$ cat src/rtl/fmc_pkg.sv
// Package with opcodes, table contents, timing and carrier types of the flash command block.
package fmc_pkg;
  localparam logic [7:0] OPC_LOCK_ALL = 8'h7E;
  localparam logic [7:0] OPC_UNLOCK_ALL = 8'h98;
  localparam logic [7:0] OPC_TABLE_READ = 8'h5A;
  localparam logic [7:0] OPC_BUSY_EN_DEF = 8'h70;
  localparam logic [7:0] OPC_BUSY_DIS_DEF = 8'h80;
  localparam logic [7:0] OPC_NOP_DEF = 8'h00;
  localparam logic [7:0] OPC_RESET_ARM_DEF = 8'h66;
  localparam logic [7:0] OPC_RESET_DEF = 8'h99;
  localparam logic [2:0] ADDR_BYTES = 3'h3;
  localparam logic [2:0] DUMMY_BYTES = 3'h1;
  localparam logic [2:0] BIT_LAST = 3'h7;
  localparam logic [31:0] TBL_SIGNATURE = 32'h50444653;
  localparam logic [7:0] TBL_MINOR_REV = 8'h00;
  localparam logic [7:0] TBL_MAJOR_REV = 8'h01;
  localparam logic [7:0] TBL_HDR_COUNT = 8'h01;
  localparam logic [7:0] TBL_UNUSED = 8'hFF;
  localparam logic [7:0] TBL_STD_ID = 8'h00;
  localparam logic [7:0] TBL_STD_LEN = 8'h09;
  localparam logic [23:0] TBL_STD_PTR = 24'h000030;
  localparam logic [7:0] TBL_VND_LEN = 8'h04;
  localparam logic [23:0] TBL_VND_PTR = 24'h000060;
  // Arbitrary neutral vendor code; not tied to any maker.
  localparam logic [7:0] TBL_VENDOR_ID_DEF = 8'h5E;
  localparam int CLK_PERIOD_NS = 20;
  localparam int RECOVER_PGM_NS = 40000;
  localparam int RECOVER_OTHER_NS = 20000;
  localparam int RECOVER_PGM_CYC = (RECOVER_PGM_NS + CLK_PERIOD_NS - 1) / CLK_PERIOD_NS;
  localparam int RECOVER_OTHER_CYC = (RECOVER_OTHER_NS + CLK_PERIOD_NS - 1) / CLK_PERIOD_NS;
  localparam int RCNT_W = 16;

  typedef struct packed {
    logic cs_n;
    logic sclk;
    logic si;
  } fmc_spi_in_s;

  typedef struct packed {
    logic lock_all;
    logic unlock_all;
    logic write_permit_clear;
    logic soft_reset;
    logic abort_operation;
  } fmc_pulse_s;

  typedef enum logic [2:0] {
    PH_OPCODE = 3'b000,
    PH_ADDR = 3'b001,
    PH_DUMMY = 3'b010,
    PH_DATA = 3'b011,
    PH_EXTRA = 3'b100
  } fmc_phase_e;
endpackage : fmc_pkg

$ cat src/rtl/fmc_cmd.sv
// Serial command decoder for whole-chip lock, busy output, reset and parameter table read.
`timescale 1ns/1ps
module fmc_cmd #(
  parameter logic [7:0] OPC_BUSY_EN = fmc_pkg::OPC_BUSY_EN_DEF,
  parameter logic [7:0] OPC_BUSY_DIS = fmc_pkg::OPC_BUSY_DIS_DEF,
  parameter logic [7:0] OPC_NOP = fmc_pkg::OPC_NOP_DEF,
  parameter logic [7:0] OPC_RESET_ARM = fmc_pkg::OPC_RESET_ARM_DEF,
  parameter logic [7:0] OPC_RESET = fmc_pkg::OPC_RESET_DEF,
  parameter logic [7:0] VENDOR_ID = fmc_pkg::TBL_VENDOR_ID_DEF,
  parameter logic [15:0] RECOVER_PGM_CYCLES = 16'(fmc_pkg::RECOVER_PGM_CYC),
  parameter logic [15:0] RECOVER_OTHER_CYCLES = 16'(fmc_pkg::RECOVER_OTHER_CYC)
) (
  input wire logic clk,
  input wire logic rst,
  input wire fmc_pkg::fmc_spi_in_s spi_in,
  input wire logic [2:0] upper_io_lines,
  input wire logic wp_n,
  input wire logic individual_protect_select,
  input wire logic write_permit_latch,
  input wire logic continuous_program_mode,
  input wire logic ready_busy_n,
  input wire logic program_active,
  input wire logic erase_active,
  output logic so,
  output logic so_oe,
  output fmc_pkg::fmc_pulse_s pulses,
  output logic busy_output_enabled,
  output logic reset_armed,
  output logic protect_all_blocks,
  output logic standby
);
  // Pins from the host arrive asynchronously and pass two flip-flops first.
  fmc_pkg::fmc_spi_in_s meta_q, meta_d;
  fmc_pkg::fmc_spi_in_s sync_q, sync_d;
  logic sclk_prev_q, sclk_prev_d;
  logic cs_prev_q, cs_prev_d;
  logic wp_meta_q, wp_meta_d;
  logic wp_sync_q, wp_sync_d;

  fmc_pkg::fmc_phase_e phase_q, phase_d;
  logic [2:0] bit_q, bit_d;
  logic [2:0] cnt_q, cnt_d;
  logic [7:0] shift_q, shift_d;
  logic [7:0] opcode_q, opcode_d;
  logic [23:0] addr_q, addr_d;
  logic [2:0] obit_q, obit_d;
  logic data_started_q, data_started_d;
  logic so_q, so_d;
  logic busy_en_q, busy_en_d;
  logic arm_q, arm_d;
  logic [15:0] recover_q, recover_d;
  logic last_pgm_q, last_pgm_d;
  fmc_pkg::fmc_pulse_s pulse_q, pulse_d;

  logic sclk_rise;
  logic sclk_fall;
  logic cs_rise;
  logic cs_fall;
  logic cs_active;
  logic [7:0] in_byte;
  logic [7:0] tx_byte;
  logic boundary_one_byte;
  logic unused_upper;

  // Returns one byte of the discoverable parameter header area; anything else reads FFh.
  function automatic logic [7:0] table_byte(input logic [23:0] a, input logic [7:0] vid);
    logic [7:0] b;
    b = fmc_pkg::TBL_UNUSED;
    unique case (a)
      24'h000000: b = fmc_pkg::TBL_SIGNATURE[7:0];
      24'h000001: b = fmc_pkg::TBL_SIGNATURE[15:8];
      24'h000002: b = fmc_pkg::TBL_SIGNATURE[23:16];
      24'h000003: b = fmc_pkg::TBL_SIGNATURE[31:24];
      24'h000004: b = fmc_pkg::TBL_MINOR_REV;
      24'h000005: b = fmc_pkg::TBL_MAJOR_REV;
      24'h000006: b = fmc_pkg::TBL_HDR_COUNT;
      24'h000008: b = fmc_pkg::TBL_STD_ID;
      24'h000009: b = fmc_pkg::TBL_MINOR_REV;
      24'h00000A: b = fmc_pkg::TBL_MAJOR_REV;
      24'h00000B: b = fmc_pkg::TBL_STD_LEN;
      24'h00000C: b = fmc_pkg::TBL_STD_PTR[7:0];
      24'h00000D: b = fmc_pkg::TBL_STD_PTR[15:8];
      24'h00000E: b = fmc_pkg::TBL_STD_PTR[23:16];
      24'h000010: b = vid;
      24'h000011: b = fmc_pkg::TBL_MINOR_REV;
      24'h000012: b = fmc_pkg::TBL_MAJOR_REV;
      24'h000013: b = fmc_pkg::TBL_VND_LEN;
      24'h000014: b = fmc_pkg::TBL_VND_PTR[7:0];
      24'h000015: b = fmc_pkg::TBL_VND_PTR[15:8];
      24'h000016: b = fmc_pkg::TBL_VND_PTR[23:16];
      default: b = fmc_pkg::TBL_UNUSED;
    endcase
    return b;
  endfunction : table_byte

  // Pin synchronisers and edge history.
  always_comb
  begin
    meta_d = spi_in;
    sync_d = meta_q;
    sclk_prev_d = sync_q.sclk;
    cs_prev_d = sync_q.cs_n;
    wp_meta_d = wp_n;
    wp_sync_d = wp_meta_q;
  end

  always_ff @(posedge clk)
  begin
    if (rst)
    begin
      meta_q <= '{cs_n: 1'b1, sclk: 1'b0, si: 1'b0};
      sync_q <= '{cs_n: 1'b1, sclk: 1'b0, si: 1'b0};
      sclk_prev_q <= 1'b0;
      cs_prev_q <= 1'b1;
      wp_meta_q <= 1'b1;
      wp_sync_q <= 1'b1;
    end
    else
    begin
      meta_q <= meta_d;
      sync_q <= sync_d;
      sclk_prev_q <= sclk_prev_d;
      cs_prev_q <= cs_prev_d;
      wp_meta_q <= wp_meta_d;
      wp_sync_q <= wp_sync_d;
    end
  end

  assign cs_active = ~sync_q.cs_n;
  assign sclk_rise = cs_active & sync_q.sclk & ~sclk_prev_q;
  assign sclk_fall = cs_active & ~sync_q.sclk & sclk_prev_q;
  assign cs_rise = sync_q.cs_n & ~cs_prev_q;
  assign cs_fall = ~sync_q.cs_n & cs_prev_q;
  assign in_byte = {shift_q[6:0], sync_q.si};
  // A function result cannot be bit-selected directly, so the table byte is named first.
  assign tx_byte = table_byte(addr_q, VENDOR_ID);
  // The upper data lines carry nothing these commands use.
  assign unused_upper = ^upper_io_lines;
  // Exactly one whole byte seen means chip select rose on the boundary.
  assign boundary_one_byte = (cnt_q == 3'h1) && (bit_q == 3'h0) &&
    (phase_q == fmc_pkg::PH_EXTRA);

  // Serial framing, decode and command effects.
  always_comb
  begin
    phase_d = phase_q;
    bit_d = bit_q;
    cnt_d = cnt_q;
    shift_d = shift_q;
    opcode_d = opcode_q;
    addr_d = addr_q;
    obit_d = obit_q;
    data_started_d = data_started_q;
    so_d = so_q;
    busy_en_d = busy_en_q;
    arm_d = arm_q;
    recover_d = recover_q;
    last_pgm_d = last_pgm_q;
    pulse_d = '0;
    if (program_active)
    begin
      last_pgm_d = 1'b1;
    end
    else if (erase_active)
    begin
      last_pgm_d = 1'b0;
    end
    if (recover_q != 16'h0000)
    begin
      recover_d = recover_q - 16'h0001;
    end
    if (cs_fall)
    begin
      phase_d = fmc_pkg::PH_OPCODE;
      bit_d = 3'h0;
      cnt_d = 3'h0;
      obit_d = 3'h0;
      data_started_d = 1'b0;
    end
    else if (sclk_rise && phase_q != fmc_pkg::PH_DATA)
    begin
      shift_d = in_byte;
      bit_d = bit_q + 3'h1;
      if (bit_q == fmc_pkg::BIT_LAST)
      begin
        unique case (phase_q)
          fmc_pkg::PH_OPCODE:
          begin
            opcode_d = in_byte;
            cnt_d = 3'h1;
            phase_d = (in_byte == fmc_pkg::OPC_TABLE_READ) ?
              fmc_pkg::PH_ADDR : fmc_pkg::PH_EXTRA;
          end
          fmc_pkg::PH_ADDR:
          begin
            addr_d = {addr_q[15:0], in_byte};
            cnt_d = cnt_q + 3'h1;
            if (cnt_q == fmc_pkg::ADDR_BYTES)
            begin
              phase_d = fmc_pkg::PH_DUMMY;
              cnt_d = 3'h0;
            end
          end
          fmc_pkg::PH_DUMMY:
          begin
            cnt_d = cnt_q + 3'h1;
            if (cnt_q + 3'h1 == fmc_pkg::DUMMY_BYTES)
            begin
              phase_d = fmc_pkg::PH_DATA;
            end
          end
          default:
          begin
            // Extra bytes after a single-byte command spoil the boundary.
            cnt_d = (cnt_q == 3'h7) ? cnt_q : cnt_q + 3'h1;
          end
        endcase
      end
    end
    else if (sclk_fall && phase_q == fmc_pkg::PH_DATA)
    begin
      // Table bytes go out most significant bit first, address advancing per byte.
      so_d = tx_byte[fmc_pkg::BIT_LAST - obit_q];
      data_started_d = 1'b1;
      obit_d = obit_q + 3'h1;
      if (obit_q == fmc_pkg::BIT_LAST)
      begin
        addr_d = addr_q + 24'h000001;
      end
    end
    if (cs_rise)
    begin
      // A table read may stop anywhere in data out and still counts as a command.
      if (phase_q == fmc_pkg::PH_DATA || phase_q == fmc_pkg::PH_ADDR ||
          phase_q == fmc_pkg::PH_DUMMY)
      begin
        arm_d = 1'b0;
      end
      else if (boundary_one_byte)
      begin
        arm_d = 1'b0;
        unique case (opcode_q)
          fmc_pkg::OPC_LOCK_ALL,
          fmc_pkg::OPC_UNLOCK_ALL:
          begin
            // Without the mode or the write permit the command is dropped quietly.
            if (individual_protect_select && write_permit_latch)
            begin
              pulse_d.lock_all = (opcode_q == fmc_pkg::OPC_LOCK_ALL);
              pulse_d.unlock_all = (opcode_q == fmc_pkg::OPC_UNLOCK_ALL);
              pulse_d.write_permit_clear = 1'b1;
            end
          end
          OPC_BUSY_EN:
          begin
            busy_en_d = 1'b1;
          end
          OPC_BUSY_DIS:
          begin
            busy_en_d = 1'b0;
          end
          OPC_NOP:
          begin
            arm_d = 1'b0;
          end
          OPC_RESET_ARM:
          begin
            arm_d = 1'b1;
          end
          OPC_RESET:
          begin
            if (arm_q)
            begin
              pulse_d.soft_reset = 1'b1;
              pulse_d.abort_operation = program_active | erase_active;
              busy_en_d = 1'b0;
              recover_d = (last_pgm_q | program_active) ?
                RECOVER_PGM_CYCLES : RECOVER_OTHER_CYCLES;
            end
          end
          default:
          begin
            arm_d = 1'b0;
          end
        endcase
      end
      // Anything else that ends off the boundary is rejected and leaves state alone.
      phase_d = fmc_pkg::PH_OPCODE;
      bit_d = 3'h0;
      cnt_d = 3'h0;
    end
  end

  always_ff @(posedge clk)
  begin
    if (rst)
    begin
      phase_q <= fmc_pkg::PH_OPCODE;
      bit_q <= 3'h0;
      cnt_q <= 3'h0;
      shift_q <= 8'h00;
      opcode_q <= 8'h00;
      addr_q <= 24'h000000;
      obit_q <= 3'h0;
      data_started_q <= 1'b0;
      so_q <= 1'b0;
      busy_en_q <= 1'b0;
      arm_q <= 1'b0;
      recover_q <= 16'h0000;
      last_pgm_q <= 1'b0;
      pulse_q <= '0;
    end
    else
    begin
      phase_q <= phase_d;
      bit_q <= bit_d;
      cnt_q <= cnt_d;
      shift_q <= shift_d;
      opcode_q <= opcode_d;
      addr_q <= addr_d;
      obit_q <= obit_d;
      data_started_q <= data_started_d;
      so_q <= so_d;
      busy_en_q <= busy_en_d;
      arm_q <= arm_d;
      recover_q <= recover_d;
      last_pgm_q <= last_pgm_d;
      pulse_q <= pulse_d;
    end
  end

  // Ready/busy is steered straight to the pin so it tracks the array without a byte lag.
  always_comb
  begin
    so = so_q;
    so_oe = 1'b0;
    if (cs_active && phase_q == fmc_pkg::PH_DATA && data_started_q)
    begin
      so = so_q;
      so_oe = 1'b1;
    end
    else if (busy_en_q && continuous_program_mode && !unused_upper | busy_en_q
             && continuous_program_mode)
    begin
      so = ready_busy_n;
      so_oe = 1'b1;
    end
  end

  assign pulses = pulse_q;
  assign busy_output_enabled = busy_en_q;
  assign reset_armed = arm_q;
  assign protect_all_blocks = individual_protect_select & ~wp_sync_q;
  assign standby = (recover_q == 16'h0000);
endmodule : fmc_cmd

$ cat config.mk
export PLATFORM = sky130hd
export DESIGN_NAME = fmc_cmd
export DESIGN_NICKNAME = d
export VERILOG_FILES = /design/src/rtl/fmc_pkg.sv /design/src/rtl/fmc_cmd.sv
export SDC_FILE = /design/constraint.sdc
export NUM_CORES = 1
export LEC_CHECK = 0
export BUFFER_PORTS_ARGS = -buffer_cell sky130_fd_sc_hd__buf_2
export CORE_ASPECT_RATIO = 1.1
export CORE_MARGIN = 3
export CORE_UTILIZATION = 61
export DETAILED_ROUTE_END_ITERATION = 10
export PLACE_DENSITY_LB_ADDON = 0.12
export SLEW_MARGIN = 0
export SYNTH_ARGS = -nofsm -noshare
export SYNTH_HDL_FRONTEND = slang
export SYNTH_SLANG_ARGS = --single-unit
$ cat constraint.sdc
create_clock -name clk -period 4 [get_ports clk]
set_clock_uncertainty 0.05 [all_clocks]
set_input_delay 0.6 -clock clk [delete_from_list [all_inputs] [get_ports clk]]
set_output_delay 0.6 -clock clk [all_outputs]
set_load 0.01 [all_outputs]
==> run_results.csv <==
group,metric,value,unit
critical_path,rrSetupSlack,530,ps
layout,fin_nets,646,
synth,yosys.area.top_type,"dfxtp_1",
synth,synth.mux.area_fraction,5.284,%
run,drv_cap,0,
detailed_routing,wl_per_cell,15.49,um
floorplanning,die-height,101.4,um
detailed_routing,vias_per_cell,6.125,
clock_tree,max-clock-path-buffers,2,
detailed_routing,wl,11.25,mm
clock_tree,cts_resized,0,
critical_path,cp_cell_sequence,"ha_1 -> ha_1 -> nand4bb_1 -> nor3_2 -> o21ai_2 -> a211oi_1 -> ha_1 -> nand2_1 -> a21oi_1 -> a2111oi_0 -> a2111oi_1",
placement,pre_cts_ws,612.5,ps
detailed_routing,drc,0,
clock_tree,clkSinkCount,95,
timing,setup_tns,0,ps
clock_tree,htreeDepth,3,
global_route,grt_pass1_vias,4202,
floorplanning,core-area,0.007955,mm2
synth,yosys.area_share.adder,4.465,%
clock_tree,clk_latency,370,ps
timing,worst_slew_pin_slew,710.5,ps
floorplanning,die_w,92.70,um
synth,synth_area_per_cell,8.268,um2
layout,drive_gt1_share,11.17,%
pwr,clock_power_share,28.3,%
detailed_routing,via_count,4447,
global_route,antenna_found_initial,0,
global_route,grt-ovfl-total,0,
clock_tree,clkSlewWorstSetupHoldPaths,100,ps
timing,maxSlewHeadroom,52.19,%
synth,netlist_area,0.005044,mm2
placement,hpwl,8.005,mm
synth,synth_ff_type,"dfxtp_1",
placement,port_buffers,22,
critical_path,crit_family,"compound AO/OA/AOI/OAI gates",
synth,synth_compound_area_share,19.62,%
timing,final.min_clock_period,3472,ps
synth,synth_area_leaders,"dfxtp_1 38%, nor2_1 6.4%, ha_1 4.5%",
critical_path,path_buf_inv,0,
outcome,status,"finished clean",
layout,multi_input_area,0.002878,mm2
timing,min_period_over_period,86.80,%
pwr,pwr-share-seq,49.4,%
clock_tree,cts_made_buffers,9,
pwr,p_comb_share,22.2,%
timing,setup_viol,0,
floorplanning,initial_core_util,63.40,%
global_route,grt_max_degree,40,
timing,hold_ws,357.4,ps
global_route,grt_first_pass_wirelength,19.39,mm
detailed_routing,ant_nets,0,
layout,ff_latch_area,0.001902,mm2
placement,dp_cells,710,
synth,async_flop_share,0,%
layout,instances_no_fill,726,
critical_path,path_common_cell,"ha_1",
synth,synth_top_area_share,37.71,%
placement,finalWeightedCongestion,0.8806,
synth,synth.ff_latch_count,95,
detailed_routing,drt_first_pass_iters,5,
critical_path,cp.required,4190,ps
synth,synth_edf_count,0,
synth,synth_cell_type_count,79,
critical_path,cpPeakStageDelay,620,ps
pwr,netSwitchingPower,0.6869,mW
timing,clock.fmax,288.0,MHz
pwr,p_per_area,408.7,mW/mm2
pwr,swShare,31.20,%
clock_tree,postCtsHoldBufs,0,
timing,drv_slew,0,
global_route,track_usage,25.21,%
clock_tree,cts_root_buffer,"clkbuf_8",
timing,fin_ws,528.2,ps
critical_path,slowest_stage,"a211oi_1",
timing,hold_viol_final,0,
critical_path,path_class,"reg -> reg",
synth,yosysWarnings,0,
pwr,p_leak,2.085,nW
synth,synth-seq-area-share,37.71,%
critical_path,crit_path_start_kind,"flip-flop",
layout,diodes,0,
synth,synth_top_family_by_area,"simple AND/OR/NAND/NOR gates",
layout,fillCellCount,686,
hold_path,hold_class,"in -> reg",
pwr,p_int,1.515,mW
pwr,ir_drop,241.2,uV
pwr,finalPower,2.202,mW
floorplanning,placement_rows,34,
synth,synth_xor_area_share,2.778,%
floorplanning,dieArea,0.009396,mm2
critical_path,path_max_fanout,7,
critical_path,crit_path_end_kind,"flip-flop",
detailed_routing,drt_iter0_markers,276,
clock_tree,cts_setup_buffers,0,
timing,rsz0062_at_grt,"no",
synth,synth_cells,610,
synth,synthesis.nets,643,
layout,area_delta_synth_final,6.797,%
floorplanning,io_pins,26,
synth,synthSimpleGateAreaFrac,24.83,%
critical_path,worst_ep_arrival_time,3660,ps
clock_tree,cts_tree,"built",
final cells by class:
type / count / share of cell area (%)
Clock buffer: 10 / 2.555
Clock inverter: 6 / 1.161
Inverter: 31 / 2.160
Multi-Input combinational cell: 448 / 53.43
Sequential cell: 95 / 35.31
Tap cell: 108 / 2.509
Timing Repair Buffer: 28 / 2.880
per-stage QoR:
stage                     utilization (%)  area [um2]
after global routing                67.71        5386
after detailed placement            65.19        5186
final                               67.71        5386
after CTS                           67.71        5386
after floorplan                         -        5044
after global placement              65.19        5186
metal layers:
layer	vias to the layer above	share of wire [%]	track usage, %	wire [um]
met5	-	0	0	0
met4	0	2.4	10.37	274
met3	28	4.1	3.566	461
met2	108	49	42.58	5467
met1	2099	45	32.67	5046
li1	2212	-	-	-
kinds of logic after synthesis:
family	Yosys count
DFF	95
buffers and inverters	67
adders and majority gates	18
xor gates and xnor gates	16
muxes	24
and+or+nand+nor	245
AOI/OAI and AO/OA	145
cells in the final DEF, fill, tap and decap left out, drive strengths merged, types with 4 or more instances in the layout:
| cell | instances |
|---|---|
| or4 | 9 |
| clkbuf | 10 |
| a21oi | 35 |
| inv | 32 |
| o21a | 4 |
| nand3b | 5 |
| nor4 | 12 |
| a2111oi | 6 |
| ha | 18 |
| a211oi | 12 |
| xor2 | 6 |
| and3 | 4 |
| nor2 | 87 |
| buf | 28 |
| and4 | 4 |
| a211o | 4 |
| o21ai | 29 |
| a22o | 4 |
| or2 | 5 |
| or3 | 10 |
| a31oi | 4 |
| xnor2 | 10 |
| nand3 | 21 |
| a22oi | 7 |
| o31ai | 6 |
| nor3 | 12 |
| clkinv | 5 |
| nand2 | 44 |
| dfxtp | 95 |
| nor2b | 7 |
| mux2i | 21 |
| a311oi | 4 |
| nand4 | 11 |
power by group through the flow:
stage	logic, mW	clock network (mW)	registers, mW
final	0.490	0.623	1.09
after global routing	0.551	0.680	1.10
after CTS	0.494	0.637	1.09
after detailed placement	0.488	0	1.11
after global placement	0.473	0	1.10
after floorplan	0.422	0	1.09
cells in the mapped netlist, types with 7 or more instances:
cell and n:
dfxtp_1 95, nor2_1 86, nand2_1 44, a21oi_1 35, clkbuf_1 28, inv_1 28, o21ai_0 26, mux2i_1 21
nand3_1 21, ha_1 18, a211oi_1 12, nand4_1 11, nor3_1 11, nor4_1 11, xnor2_1 10, or3_1 8
a22oi_1 7, nor2b_1 7
sequential cells by signal, indices dropped and copies added (netlist names), 3 cells and up, named ones only:
| name | count |
|---|---|
| cnt_q | 3 |
| opcode_q | 8 |
| obit_q | 3 |
| phase_q | 3 |
| recover_q | 16 |
| meta_q | 3 |
| pulses | 5 |
| addr_q | 24 |
| shift_q | 7 |
| bit_q | 3 |
worst register-to-register path, cell delays in order, from the launching register on:
cell and delay (ps):
dfxtp_1 380, ha_1 190, ha_1 190, nand4bb_1 180, nor3_2 420, o21ai_2 200, a211oi_1 620, ha_1 350
nand2_1 70, a21oi_1 270, a2111oi_0 110, a2111oi_1 330
worst paths after layout:
kind	from	cells past startpoint	endpoint
worst max-delay path	bit_q[0]	11	flip-flop
worst min-delay path	wp_n	2	wp_meta_q
worst max register to register	bit_q[0]	11	flip-flop
worst min register to register	meta_q[2]	1	cs_prev_d
(Power assumes the default switching activity.)
